`src/hw/dcsid_pkg.sv`:
```
// Shared constants and carriers of the dual channel interrupt daisy chain
package dcsid_pkg;
    // ------------------------------------------------------------
    // Source indices, priority order, index 0 is highest
    // ------------------------------------------------------------
    localparam int NUM_SRC = 6;
    localparam int SRC_A_RX = 0;
    localparam int SRC_A_TX = 1;
    localparam int SRC_A_EXT = 2;
    localparam int SRC_B_RX = 3;
    localparam int SRC_B_TX = 4;
    localparam int SRC_B_EXT = 5;
    localparam int NUM_EXT_COND = 6;
    localparam int CH_A = 0;
    localparam int CH_B = 1;
    // ------------------------------------------------------------
    // Three-bit source codes placed into the vector
    // ------------------------------------------------------------
    localparam logic [2:0] CODE_B_TX = 3'h0;
    localparam logic [2:0] CODE_B_EXT = 3'h1;
    localparam logic [2:0] CODE_B_RX = 3'h2;
    localparam logic [2:0] CODE_B_SPC = 3'h3;
    localparam logic [2:0] CODE_A_TX = 3'h4;
    localparam logic [2:0] CODE_A_EXT = 3'h5;
    localparam logic [2:0] CODE_A_RX = 3'h6;
    localparam logic [2:0] CODE_A_SPC = 3'h7;
    localparam logic [2:0] CODE_IDLE = CODE_B_SPC;
    // Status field positions inside the vector
    localparam int VEC_LO_POS = 1;
    localparam int VEC_HI_POS = 4;
    localparam logic [7:0] VEC_RESET = 8'h00;
    // ------------------------------------------------------------
    // Timing
    // ------------------------------------------------------------
    localparam int CLK_PERIOD_NS = 8;
    localparam int ACK_SETTLE_NS = 200;
    localparam int ACK_SETTLE_CYC = (ACK_SETTLE_NS + CLK_PERIOD_NS - 1) / CLK_PERIOD_NS;
    // ------------------------------------------------------------
    // Carriers
    // ------------------------------------------------------------
    typedef struct packed {
        logic master_irq_enable;
        logic vector_includes_status;
        logic suppress_vector;
        logic disable_lower_chain;
        logic status_high;
    } dcsid_ctrl_s;
    typedef struct packed {
        logic char_avail;
        logic overrun;
        logic crc_frame_err;
        logic end_of_frame;
        logic parity_err;
    } dcsid_rx_ev_s;
    typedef enum logic [2:0] {
        ACK_IDLE = 3'b001,
        ACK_SETTLE = 3'b010,
        ACK_SERVE = 3'b100
    } dcsid_ack_e;
endpackage

```
`src/hw/dcsid_irq_chain.sv`:
```
// Six-source interrupt controller with internal and external daisy chain
`timescale 1ns/1ns
//
// Function
// (RULE_01) Channel B vector read always carries status
// (RULE_02) That status tracks highest pending, not latched; code shows the highest under-service source while one is set
// (RULE_03) Vector read value frozen during the read
// (RULE_04) Removing condition clears pending, drops request
// (RULE_05) After acknowledge settles, mark highest pending served
// (RULE_06) Acknowledge read drives vector unless suppressed
// (RULE_07) Status mode replaces three vector bits
// (RULE_08) Only reset-highest command clears under-service
// (RULE_09) Suppressed vector still serves; status held
// (RULE_10) Two channels, three sources each
// (RULE_11) Receive request on character or special condition
// (RULE_12) Transmit pending only on full-to-empty edge
// (RULE_13) Six individually enabled external conditions
// (RULE_14) Source requests only while enabled
// (RULE_15) All six pending bits readable by software
// (RULE_16) Under-service hidden, masks lower sources
// (RULE_17) Channel A first; receive, transmit, external
// (RULE_18) Request drives open-drain output low
// (RULE_19) Acknowledge gates pending into chain
// (RULE_20) Master enable clear equals chain input low
// (RULE_21) Request only when all gating conditions hold
// (RULE_22) Chain output follows input, blocked during acknowledge
// (RULE_23) Status in bits one-three or four-six
// (RULE_24) Disable-lower bit forces chain output low
// (RULE_25) Suppressed vector leaves data bus undriven
// (RULE_26) Reset command clears only highest under-service
module dcsid_irq_chain #(
    parameter int SETTLE_CYC = dcsid_pkg::ACK_SETTLE_CYC
) (
    // Clock and reset
    input wire logic clk_sys_i,
    input wire logic rst_n_i,
    // Control bits
    input wire dcsid_pkg::dcsid_ctrl_s ctrl_i,
    input wire logic [7:0] vector_base_i,
    input wire logic [dcsid_pkg::NUM_SRC-1:0] source_enable_i,
    input wire logic [1:0] parity_special_en_i,
    input wire logic [1:0][dcsid_pkg::NUM_EXT_COND-1:0] ext_status_enable_i,
    // Commands
    input wire logic reset_ius_i,
    input wire logic soft_reset_i,
    // Source events and clears
    input wire dcsid_pkg::dcsid_rx_ev_s [1:0] rx_ev_i,
    input wire logic [1:0] rx_pending_clear_i,
    input wire logic [1:0] tx_buf_full_i,
    input wire logic [1:0] tx_pending_clear_i,
    input wire logic [1:0][dcsid_pkg::NUM_EXT_COND-1:0] ext_cond_i,
    input wire logic [1:0] ext_pending_clear_i,
    // Processor reads
    input wire logic vec_rd_b_i,
    input wire logic ack_vec_rd_i,
    // Pins
    input wire logic irq_ack_n_i,
    input wire logic chain_enable_in_i,
    output logic irq_oe_o,
    output logic chain_enable_out_o,
    output logic [7:0] data_o,
    output logic data_oe_o,
    // Status
    output logic [7:0] vector_read_data_o,
    output logic [dcsid_pkg::NUM_SRC-1:0] pending_status_o
);
    import dcsid_pkg::*;

    // ------------------------------------------------------------
    // Declarations
    // ------------------------------------------------------------
    logic ack_n_s;
    logic chain_in_s;
    logic [NUM_SRC-1:0] pend_r;
    logic [NUM_SRC-1:0] ius_r;
    logic [1:0] rx_spc_r;
    logic [1:0] tx_full_q;
    logic [NUM_SRC-1:0] req;
    logic [NUM_SRC-1:0] ius_mask;
    logic win_found;
    logic [2:0] win_idx;
    logic ius_found;
    logic [2:0] ius_idx;
    logic pend_found;
    logic [2:0] pend_idx;
    logic eff_in;
    logic ack_active;
    logic settle_done;
    logic [2:0] read_code;
    logic [2:0] ack_code_r;
    logic ack_hit_r;
    logic [7:0] cnt_r;
    dcsid_ack_e ack_st_r;
    dcsid_ack_e ack_st_nxt;

    // ------------------------------------------------------------
    // Helpers
    // ------------------------------------------------------------
    // Source code by priority index; receive code depends on special state
    function automatic logic [2:0] src_code(input logic [2:0] idx, input logic [1:0] spc);
        logic [2:0] c;
        c = CODE_IDLE;
        case (idx)
            3'h0: c = spc[CH_A] ? CODE_A_SPC : CODE_A_RX;
            3'h1: c = CODE_A_TX;
            3'h2: c = CODE_A_EXT;
            3'h3: c = spc[CH_B] ? CODE_B_SPC : CODE_B_RX;
            3'h4: c = CODE_B_TX;
            3'h5: c = CODE_B_EXT;
            default: c = CODE_IDLE;
        endcase
        return c;
    endfunction

    // Place code in low field or, bit-reversed, in high field
    function automatic logic [7:0] put_code(input logic [7:0] base, input logic [2:0] code, input logic high);
        logic [7:0] v;
        v = base;
        if (high)
        begin
            v[VEC_HI_POS] = code[2];
            v[VEC_HI_POS+1] = code[1];
            v[VEC_HI_POS+2] = code[0];
        end
        else
            v[VEC_LO_POS+2:VEC_LO_POS] = code;
        return v;
    endfunction

    // ------------------------------------------------------------
    // Pin synchronisers
    // ------------------------------------------------------------
    dcsid_sync3 #(.INIT(1'b1)) u_sync_ack (
        .clk_sys_i(clk_sys_i),
        .rst_n_i(rst_n_i),
        .pin_i(irq_ack_n_i),
        .level_o(ack_n_s)
    );
    dcsid_sync3 #(.INIT(1'b0)) u_sync_chain (
        .clk_sys_i(clk_sys_i),
        .rst_n_i(rst_n_i),
        .pin_i(chain_enable_in_i),
        .level_o(chain_in_s)
    );

    // ------------------------------------------------------------
    // Internal daisy chain
    // ------------------------------------------------------------
    // Master enable acts as a second chain input
    assign eff_in = chain_in_s & ctrl_i.master_irq_enable; // see RULE_20
    assign ack_active = (ack_st_r != ACK_IDLE);
    assign settle_done = (ack_st_r == ACK_SETTLE) && (cnt_r == 8'(SETTLE_CYC - 1));

    // Any set under-service bit at or above a source blocks it
    always_comb
    begin
        for (int i = 0; i < NUM_SRC; i++)
        begin
            ius_mask[i] = 1'b0;
            for (int j = 0; j <= i; j++)
                ius_mask[i] = ius_mask[i] | ius_r[j]; // see RULE_16
            req[i] = pend_r[i] & source_enable_i[i] & ~ius_mask[i]; // see RULE_14
        end
    end

    // Winner for acknowledge; index order gives channel A first
    dcsid_prio u_prio_win (
        .req_i(req), // see RULE_19
        .found_o(win_found),
        .idx_o(win_idx) // see RULE_17
    );
    dcsid_prio u_prio_ius (
        .req_i(ius_r),
        .found_o(ius_found),
        .idx_o(ius_idx)
    );
    dcsid_prio u_prio_pend (
        .req_i(pend_r),
        .found_o(pend_found),
        .idx_o(pend_idx)
    );

    // ------------------------------------------------------------
    // Pending bits, one per source of each channel
    // ------------------------------------------------------------
    // Previous transmit-full level for edge detection
    always_ff @(posedge clk_sys_i or negedge rst_n_i)
    begin
        if (!rst_n_i)
            tx_full_q <= 2'h0;
        else
            tx_full_q <= tx_buf_full_i;
    end

    // Set wins over clear so an event in the clear cycle is kept
    always_ff @(posedge clk_sys_i or negedge rst_n_i)
    begin
        if (!rst_n_i)
        begin
            pend_r <= '0;
            rx_spc_r <= 2'h0;
        end
        else if (soft_reset_i)
        begin
            pend_r <= '0;
            rx_spc_r <= 2'h0;
        end
        else
        begin
            for (int ch = 0; ch < 2; ch++)
            begin : g_ch
                logic spc;
                logic rx_set;
                logic tx_set;
                logic ext_set;
                spc = rx_ev_i[ch].overrun | rx_ev_i[ch].crc_frame_err | rx_ev_i[ch].end_of_frame
                    | (rx_ev_i[ch].parity_err & parity_special_en_i[ch]); // see RULE_11
                rx_set = rx_ev_i[ch].char_avail | spc; // see RULE_11
                tx_set = tx_full_q[ch] & ~tx_buf_full_i[ch]; // see RULE_12
                ext_set = |(ext_cond_i[ch] & ext_status_enable_i[ch]); // see RULE_13
                // Three sources per channel at stride three
                if (rx_set)
                    pend_r[3*ch+SRC_A_RX] <= 1'b1; // see RULE_10
                else if (rx_pending_clear_i[ch])
                    pend_r[3*ch+SRC_A_RX] <= 1'b0; // see RULE_04
                if (spc)
                    rx_spc_r[ch] <= 1'b1;
                else if (rx_pending_clear_i[ch])
                    rx_spc_r[ch] <= 1'b0;
                // Refilling the buffer removes the empty condition
                if (tx_set)
                    pend_r[3*ch+SRC_A_TX] <= 1'b1;
                else if (tx_pending_clear_i[ch] || (tx_buf_full_i[ch] && !tx_full_q[ch]))
                    pend_r[3*ch+SRC_A_TX] <= 1'b0; // see RULE_04
                if (ext_set)
                    pend_r[3*ch+SRC_A_EXT] <= 1'b1;
                else if (ext_pending_clear_i[ch])
                    pend_r[3*ch+SRC_A_EXT] <= 1'b0; // see RULE_04
            end
        end
    end

    // ------------------------------------------------------------
    // Acknowledge sequencer
    // ------------------------------------------------------------
    // Wait for the external chain to settle before choosing a winner
    always_comb
    begin
        ack_st_nxt = ack_st_r;
        unique case (ack_st_r)
            ACK_IDLE: if (!ack_n_s) ack_st_nxt = ACK_SETTLE;
            ACK_SETTLE:
            begin
                if (ack_n_s)
                    ack_st_nxt = ACK_IDLE;
                else if (settle_done)
                    ack_st_nxt = ACK_SERVE; // see RULE_05
            end
            ACK_SERVE: if (ack_n_s) ack_st_nxt = ACK_IDLE;
            default: ack_st_nxt = ACK_IDLE;
        endcase
    end

    always_ff @(posedge clk_sys_i or negedge rst_n_i)
    begin
        if (!rst_n_i)
        begin
            ack_st_r <= ACK_IDLE;
            cnt_r <= 8'h00;
        end
        else
        begin
            ack_st_r <= ack_st_nxt;
            cnt_r <= (ack_st_r == ACK_SETTLE) ? cnt_r + 8'h01 : 8'h00;
        end
    end

    // ------------------------------------------------------------
    // Under-service bits
    // ------------------------------------------------------------
    // Only the reset command or a reset clears these; acknowledge sets one
    always_ff @(posedge clk_sys_i or negedge rst_n_i)
    begin
        if (!rst_n_i)
        begin
            ius_r <= '0;
            ack_code_r <= CODE_IDLE;
            ack_hit_r <= 1'b0;
        end
        else if (soft_reset_i)
        begin
            ius_r <= '0;
            ack_hit_r <= 1'b0;
        end
        else
        begin
            if (reset_ius_i && ius_found)
                ius_r[ius_idx] <= 1'b0; // see RULE_08 see RULE_26
            if (settle_done)
            begin
                ack_hit_r <= win_found & eff_in;
                ack_code_r <= src_code(win_idx, rx_spc_r);
                if (win_found && eff_in)
                    ius_r[win_idx] <= 1'b1; // see RULE_05 see RULE_19 see RULE_09
            end
        end
    end

    // ------------------------------------------------------------
    // Pin outputs
    // ------------------------------------------------------------
    // Request only with chain input high and no acknowledge running
    always_ff @(posedge clk_sys_i or negedge rst_n_i)
    begin
        if (!rst_n_i)
            irq_oe_o <= 1'b0;
        else
            irq_oe_o <= eff_in & ~ack_active & (|req); // see RULE_18 see RULE_21
    end

    // Chain output blocks lower devices inside an acknowledge with a source pending or in service, or while disable_lower_chain is set
    always_ff @(posedge clk_sys_i or negedge rst_n_i)
    begin
        if (!rst_n_i)
            chain_enable_out_o <= 1'b0;
        else if (ctrl_i.disable_lower_chain)
            chain_enable_out_o <= 1'b0; // see RULE_24
        else if (ack_active && (|pend_r || |ius_r))
            chain_enable_out_o <= 1'b0; // see RULE_22
        else
            chain_enable_out_o <= eff_in; // see RULE_22
    end

    // Vector onto the bus only for an acknowledged source, never when suppressed
    always_ff @(posedge clk_sys_i or negedge rst_n_i)
    begin
        if (!rst_n_i)
        begin
            data_o <= VEC_RESET;
            data_oe_o <= 1'b0;
        end
        else
        begin
            data_oe_o <= ack_vec_rd_i & (ack_st_r == ACK_SERVE) & ack_hit_r
                & ~ctrl_i.suppress_vector; // see RULE_06 see RULE_25
            if (ctrl_i.vector_includes_status)
                data_o <= put_code(vector_base_i, ack_code_r, ctrl_i.status_high); // see RULE_07 see RULE_23
            else
                data_o <= vector_base_i;
        end
    end

    // ------------------------------------------------------------
    // Software-visible status
    // ------------------------------------------------------------
    // Served source holds the code so it cannot drift while in service
    assign read_code = ius_found ? src_code(ius_idx, rx_spc_r)
        : (pend_found ? src_code(pend_idx, rx_spc_r) : CODE_IDLE); // see RULE_02 see RULE_09

    // Tracks live status; holding during a read avoids a torn value
    always_ff @(posedge clk_sys_i or negedge rst_n_i)
    begin
        if (!rst_n_i)
            vector_read_data_o <= VEC_RESET;
        else if (!vec_rd_b_i)
            vector_read_data_o <= put_code(vector_base_i, read_code, ctrl_i.status_high); // see RULE_01 see RULE_03
    end

    // Bit five is the highest-priority source; under-service stays hidden
    always_ff @(posedge clk_sys_i or negedge rst_n_i)
    begin
        if (!rst_n_i)
            pending_status_o <= '0;
        else
            for (int i = 0; i < NUM_SRC; i++)
                pending_status_o[NUM_SRC-1-i] <= pend_r[i]; // see RULE_15
    end
endmodule // dcsid_irq_chain

```
`src/hw/dcsid_sync3.sv`:
```
// Three-stage pin synchroniser with agreement of the last two stages
`timescale 1ns/1ns
module dcsid_sync3 #(
    parameter logic INIT = 1'b1
) (
    // Clock and reset
    input wire logic clk_sys_i,
    input wire logic rst_n_i,
    // Pin and clean level
    input wire logic pin_i,
    output logic level_o
);
    logic s1_r;
    logic s2_r;
    logic s3_r;

    // First stage feeds only the second; a change counts once stages two and three agree
    always_ff @(posedge clk_sys_i or negedge rst_n_i)
    begin
        if (!rst_n_i)
        begin
            s1_r <= INIT;
            s2_r <= INIT;
            s3_r <= INIT;
            level_o <= INIT;
        end
        else
        begin
            s1_r <= pin_i;
            s2_r <= s1_r;
            s3_r <= s2_r;
            if (s2_r == s3_r)
                level_o <= s3_r;
        end
    end
endmodule // dcsid_sync3

```
`src/hw/dcsid_prio.sv`:
```
// Fixed-priority picker over the six interrupt sources
`timescale 1ns/1ns
module dcsid_prio (
    // Requests, bit 0 highest
    input wire logic [dcsid_pkg::NUM_SRC-1:0] req_i,
    // Winner
    output logic found_o,
    output logic [2:0] idx_o
);
    import dcsid_pkg::*;

    // Scan from the lowest priority up so the lowest-numbered set bit wins
    always_comb
    begin
        found_o = 1'b0;
        idx_o = 3'h0;
        for (int i = NUM_SRC - 1; i >= 0; i--)
        begin
            if (req_i[i])
            begin
                found_o = 1'b1;
                idx_o = 3'(i);
            end
        end
    end
endmodule // dcsid_prio

```
`config.mk`:
```
export PLATFORM = sky130hd
export DESIGN_NAME = dcsid_irq_chain
export DESIGN_NICKNAME = d
export VERILOG_FILES = /design/src/hw/dcsid_pkg.sv /design/src/hw/dcsid_irq_chain.sv /design/src/hw/dcsid_sync3.sv /design/src/hw/dcsid_prio.sv
export SDC_FILE = /design/constraint.sdc
export NUM_CORES = 1
export LEC_CHECK = 0
export BUFFER_PORTS_ARGS = -buffer_cell sky130_fd_sc_hd__buf_2
export CORE_ASPECT_RATIO = 1.5
export CORE_UTILIZATION = 50
export DETAILED_ROUTE_END_ITERATION = 8
export PLACE_DENSITY = 0.89
export SLEW_MARGIN = 0
export SYNTH_ARGS = -nofsm -noshare
export SYNTH_HDL_FRONTEND = slang
export SYNTH_SLANG_ARGS = --single-unit
```
`constraint.sdc`:
```
create_clock -name clk_sys_i -period 2.2 [get_ports clk_sys_i]
set_clock_uncertainty 0.05 [all_clocks]
set_input_delay 0.44 -clock clk_sys_i [delete_from_list [all_inputs] [get_ports clk_sys_i]]
set_output_delay 0.44 -clock clk_sys_i [all_outputs]
set_load 0.01 [all_outputs]
```
# Yosys cells after proc, flatten, opt, wreduce, memory -nomap -nowiden

Cells that the tools add are included.

Bits of input ports: 71
Flip-flop bits (word level): 64
Output and inout bits: 25
Memory bits (read-only): 0
RAM bits: 0
Word-level logic and storage cells: 225
Memories kept: 0
Latch bits: 0

Bitwise gates (word level): 52
Multiply operators: 0
Eq/ne operators: 25
Mux-type cells: 83
Reduce and logical (&&, ||, !) cells: 32
Div/mod/pow operators: 0
Add/subtract/negate cells: 1
$lt $le $gt $ge: 4
Shift-type cells: 0

Operators by type and width:

| operator              | count |
|---|---|
| $mux W3               | 28 |
| $pmux W3 S6           | 3 |
| $mux W1               | 40 |
| $mux W6               | 6 |
| $reduce_or A6 Y1      | 5 |
| $reduce_bool A3 Y1    | 8 |
| $and A1 B1 Y1         | 23 |
| $eq A3 B2 Y1 const B  | 7 |
| $eq A3 B3 Y1 const B  | 7 |
| $and A6 B6 Y6         | 3 |
| $or A1 B1 Y1          | 13 |
| $eq A3 B1 Y1 const B  | 4 |
| $not A1 Y1            | 11 |
| $logic_not A3 Y1      | 3 |
| $pmux W3 S3           | 1 |
| $add A8 B1 Y8 const B | 1 |
| $eq A8 B5 Y1 const B  | 1 |
| $logic_and A1 B1 Y1   | 8 |
| $lt A3 B4 Y1 const B  | 2 |
| $mux W8               | 1 |
| $mux W7               | 1 |
| $demux W1 S3          | 2 |
| $ge A3 B1 Y1 const B  | 2 |
| $not A6 Y6            | 1 |
| 12 further kinds      | 16 |

# Longest topological paths before layout

Word-level depth: 21
Depth in mapped cells: 7

# Modules after synthesis

Synthesis repeated with hierarchy kept, for this count alone.

Cell total of the unflattened synthesis: 290
Area total of the unflattened synthesis: 3017.9 µm²

Modules (own cells, without submodules):

| module                     | cells each | area each (µm²) | sequential area each (µm²) | instances |
|---|---|---|---|---|
| dcsid_irq_chain            | 250        | 2617.5          | 1405.1                     | 1 |
| dcsid_prio                 | 10         | 57.6            | 0.0                        | 3 |
| dcsid_sync3 (u_sync_ack)   | 5          | 116.4           | 105.1                      | 1 |
| dcsid_sync3 (u_sync_chain) | 5          | 111.4           | 100.1                      | 1 |

# Least setup slack after synthesis

Ideal clock, no wire load.

Path kind: flip-flop to flip-flop
Start point: register cnt_r[2]
End point: register ack_st_r[2]
Period minus slack after synthesis: 1.924 ns
Arrival time: 1.787 ns
Required time: 2.063 ns
Slack: 0.276 ns
Path buffers: 0
Cell stages (with the launch flop): 5
Cells stage by stage: dfrtp_1 or4_4 or2_4 or3b_1 a211oi_2

Longest elaborated chain between the ends: 4

Ends and longest elaborated chain:

| element                     | RTL line               | text |
|---|---|---|
| from (decl)                 | dcsid_irq_chain.sv:92  | `logic [7:0] cnt_r;` |
| from (signal assigned)      | dcsid_irq_chain.sv:274 | `cnt_r <= (ack_st_r == ACK_SETTLE) ? cnt_r + 8'h01 : 8'h00;` |
| $eq A8 B5 Y1                | dcsid_irq_chain.sv:152 | `assign settle_done = (ack_st_r == ACK_SETTLE) && (cnt_r == 8'(SETTLE_CYC - 1));` |
| $logic_and A1 B1 Y1         | dcsid_irq_chain.sv:152 |  |
| $ne A3 B2 Y1 (no line)      | n/a                    |  |
| $reduce_and A3 Y1 (no line) | n/a                    |  |
| to (signal assigned)        | dcsid_irq_chain.sv:273 | `ack_st_r <= ack_st_nxt;` |
| to (decl)                   | dcsid_irq_chain.sv:93  | `dcsid_ack_e ack_st_r;` |

No other way between the ends.
A chain may end at the register's enable or synchronous reset.

# Final worst setup path

Ends and elaborated chain as after synthesis.

==> impl_metrics.csv <==
group,metric,value,unit
clock_network,clockBufferDepth,2,
logic_synthesis,syn_avg_cell_area,10.7,um^2
drt,vias,2516,
floorplanning,fp.dieH,95.8,um
floorplanning,die_area,6180,um^2
final_layout,drive_above_1_share,38.2,%
sta,maxSlewViolCount,0,
placed_design,hpwl,5110,um
sta,tightest_slew,605,ps
pwr,pwr_density_cell,800,nW/um^2
critical_path,crit_path_end_kind,"flop",
sta,finalSetupViolCount,0,
clock_network,ctsResizeCount,0,
clock_network,hold_buffers,0,
logic_synthesis,postSynthCellCount,273,
sta,min_period,2040,ps
sta,holdWs,29.5,ps
global_routing,grt_usage,25.4,%
clock_network,cts_tree,"built",
global_routing,grt_overflow_total,0,
pwr,totalPowerFinal,0.00302,W
floorplanning,coreArea,5570,um^2
final_layout,n_fill_cell,443,
sta,relSlewSlack,58.6,%
sta,hold_violations,0,
drt,drt_iter0_markers,171,
floorplanning,start_util,52.6,%
drt,ant_nets,0,
global_routing,grt_max_degree,65,
final_layout,area_delta_synth_final,28.8,%
floorplanning,die_w,64.5,um
critical_path,path_max_fanout,6,
logic_synthesis,ys_warn_count,0,
critical_path,critPathKind,"flop to flop",
critical_path,reg2regPathDepth,4,
drt,routed_via_density,5.57,
floorplanning,io_pins,96,
drt,drt-wirelength-per-cell,15.6,um
clock_network,clkSlewWorstSetupHoldPaths,80,ps
clock_network,cts_setup_buffers,0,
clock_network,htreeDepth,3,
sta,rsz0062_at_grt,"no",
final_layout,final_util,67.8,%
logic_synthesis,synthesis.nets,346,
logic_synthesis,synth-seq-area-share,54.9,%
logic_synthesis,syn_area,2930,um^2
placed_design,portBuffers,95,
logic_synthesis,synth_edf_count,0,
drt,wl,7040,um
clock_network,cts-root-buf,"clkbuf_8",
drt,dr.pass1.iters,7,
logic_synthesis,synth-seq-cells,64,
critical_path,reg2reg_from,"cnt_r[2]",
final_layout,nNetsFinal,450,
logic_synthesis,async_flop_share,100,%
global_routing,grt_pass1_wl,11700,um
worst_hold_path,worstHoldPathType,"input pin to asynchronous set/reset pin",
critical_path,worstReg2RegEnd,"ack_st_r[2]",
logic_synthesis,synth-main-ff-cell,"dfrtp_1",
pwr,ir_worst_vdd,560,uV
global_routing,grt_pass1_vias,2587,
logic_synthesis,yosysUniqueCellTypes,56,
flow_run,maxCapViolations,0,
final_layout,antenna_cells,0,
status,status,"complete, no violations",
sta,period_share,92.8,%
critical_path,setup.worst_path.start_class,"flop",
critical_path,cp.arrival,2260,ps
placed_design,post_dp_cell_area,3530,um^2
clock_network,clk_latency,350,ps
placed_design,gp_congestion,0.936,
sta,tns,0,ps
floorplanning,fp-row-count,33,
critical_path,required,2410,ps
clock_network,numCtsBuffers,9,
pwr,leakagePower,1.78,nW
final_layout,fin_area,3780,um^2
clock_network,clkSinkCount,64,
sta,max_freq,490,MHz
global_routing,antenna_found_initial,0,
critical_path,r2r_setup_slack,160,ps
drt,drc_errors,0,
## worst max path at each step
stage | startpoint | end | slack (ps) | cells after the start
finish | cnt_r[2] | ack_st_r[2] | 160 | 4
global route | ius_r[0] | vector_read_data_o[2] | 90 | 5
detailed placement | cnt_r[2] | ack_st_r[2] | 170 | 4
CTS | cnt_r[2] | ack_st_r[2] | 150 | 4
global placement | cnt_r[2] | ack_st_r[2] | 250 | 4
floorplan | cnt_r[2] | ack_st_r[2] | 280 | 4
## layout make-up
class | count | area, um^2 | share of cell area, %
sequential | 64 | 1610 | 42.6
tap | 70 | 87.6 | 2.32
clock buffer | 9 | 124 | 3.28
inverter | 15 | 56.3 | 1.49
multi-input combinational | 184 | 1230 | 32.5
timing repair buffer | 103 | 548 | 14.5
clock inverter | 7 | 125 | 3.31
## cells in the mapped netlist, drive strengths merged, types with 3 or more instances
library cell / count / share of area, %
nand4: 3 / 0.64
dfrtp: 57 / 49
nand3: 5 / 0.85
a31oi: 4 / 0.85
nor3: 8 / 1.5
or3: 3 / 0.64
inv: 15 / 1.9
nand2: 19 / 2.4
nand2b: 6 / 1.3
and2: 3 / 0.64
a21oi: 23 / 4.1
xor2: 5 / 1.5
o21ai: 14 / 2.4
nor2: 20 / 2.6
mux2i: 4 / 1.4
mux2: 8 / 3.1
nand3b: 4 / 1.0
maj3: 4 / 1.4
a22oi: 6 / 1.5
o31ai: 3 / 0.77
clkbuf: 10 / 1.3
dfstp: 7 / 6.3
a211oi: 4 / 1.2
## cell families (layout without fill, tap and decap cells)
| group | Yosys count | in the layout | share of synthesized area (%) |
|---|---|---|---|
| AOI/OAI and AO/OA | 75 | 75 | 17.1 |
| xor gates and xnor gates | 6 | 6 | 1.79 |
| adders and majority gates | 6 | 6 | 2.22 |
| buffers and inverters | 25 | 134 | 3.24 |
| DFF | 64 | 64 | 54.9 |
| muxes | 12 | 12 | 4.44 |
| and+or+nand+nor | 85 | 85 | 16.3 |
## metrics by stage
| step | setup slack (ps) | instances |
|---|---|---|
| global placement | 254 | 436 |
| finish | 157 | 452 |
| CTS | 152 | 452 |
| detailed placement | 170 | 436 |
| floorplan | 276 | 273 |
| global route | 89.2 | 452 |
## cells in the final DEF, fill, tap and decap left out, types with 3 or more instances in the layout
cell       netlist  final
a211oi_1         3      3
buf_4            0      7
nand3b_1         4      4
dfstp_2          7      7
dfrtp_1         57     57
o21ai_1          3      3
or3_1            3      3
nor2_1          20     20
inv_1           15     15
maj3_1           4      4
a22oi_1          6      6
buf_2            0     95
xor2_1           5      5
nand2b_1         6      6
o31ai_1          3      3
nand3_1          5      5
nand2_1         19     19
inv_6            0      3
o21ai_0         11     11
a31oi_1          4      4
clkbuf_8         0      9
nor3_1           7      7
mux2i_1          4      4
nand4_1          3      3
a21oi_1         22     22
bufinv_16        0      3
mux2_2           8      8
and2_1           3      3
## flip-flops by register name (all words and copies together), names as in the netlist, 2 cells and up
signal	flops
ius_r	6
pend_r	6
pending_status_o	6
data_o	8
tx_full_q	2
ack_st_r	3
cnt_r	8
vector_read_data_o	8
rx_spc_r	2
ack_code_r	3
## per-layer routing
layer / global-route usage, % / vias to the layer above / share of wire (%) / wire length, um
li1: - / 1200 / - / -
met5: 0 / - / 0 / 0
met3: 5.21 / 10 / 4.7 / 331
met4: 12.6 / 0 / 1.6 / 114
met1: 27.9 / 1217 / 40 / 2790
met2: 46.1 / 89 / 54 / 3800
## power by group
| group | internal [W] | switching [W] |
|---|---|---|
| logic | 0.000194 | 0.000214 |
| registers | 0.00127 | 0.0000853 |
| clock network | 0.000766 | 0.000493 |
## worst max-delay path, cell delays in order (launching register included)
cell and delay, ps:
dfrtp_1 450, or4_4 580, or2_4 280, or3b_1 390
a211oi_2 210
Note: power is estimated with default switching activity, not from simulation.
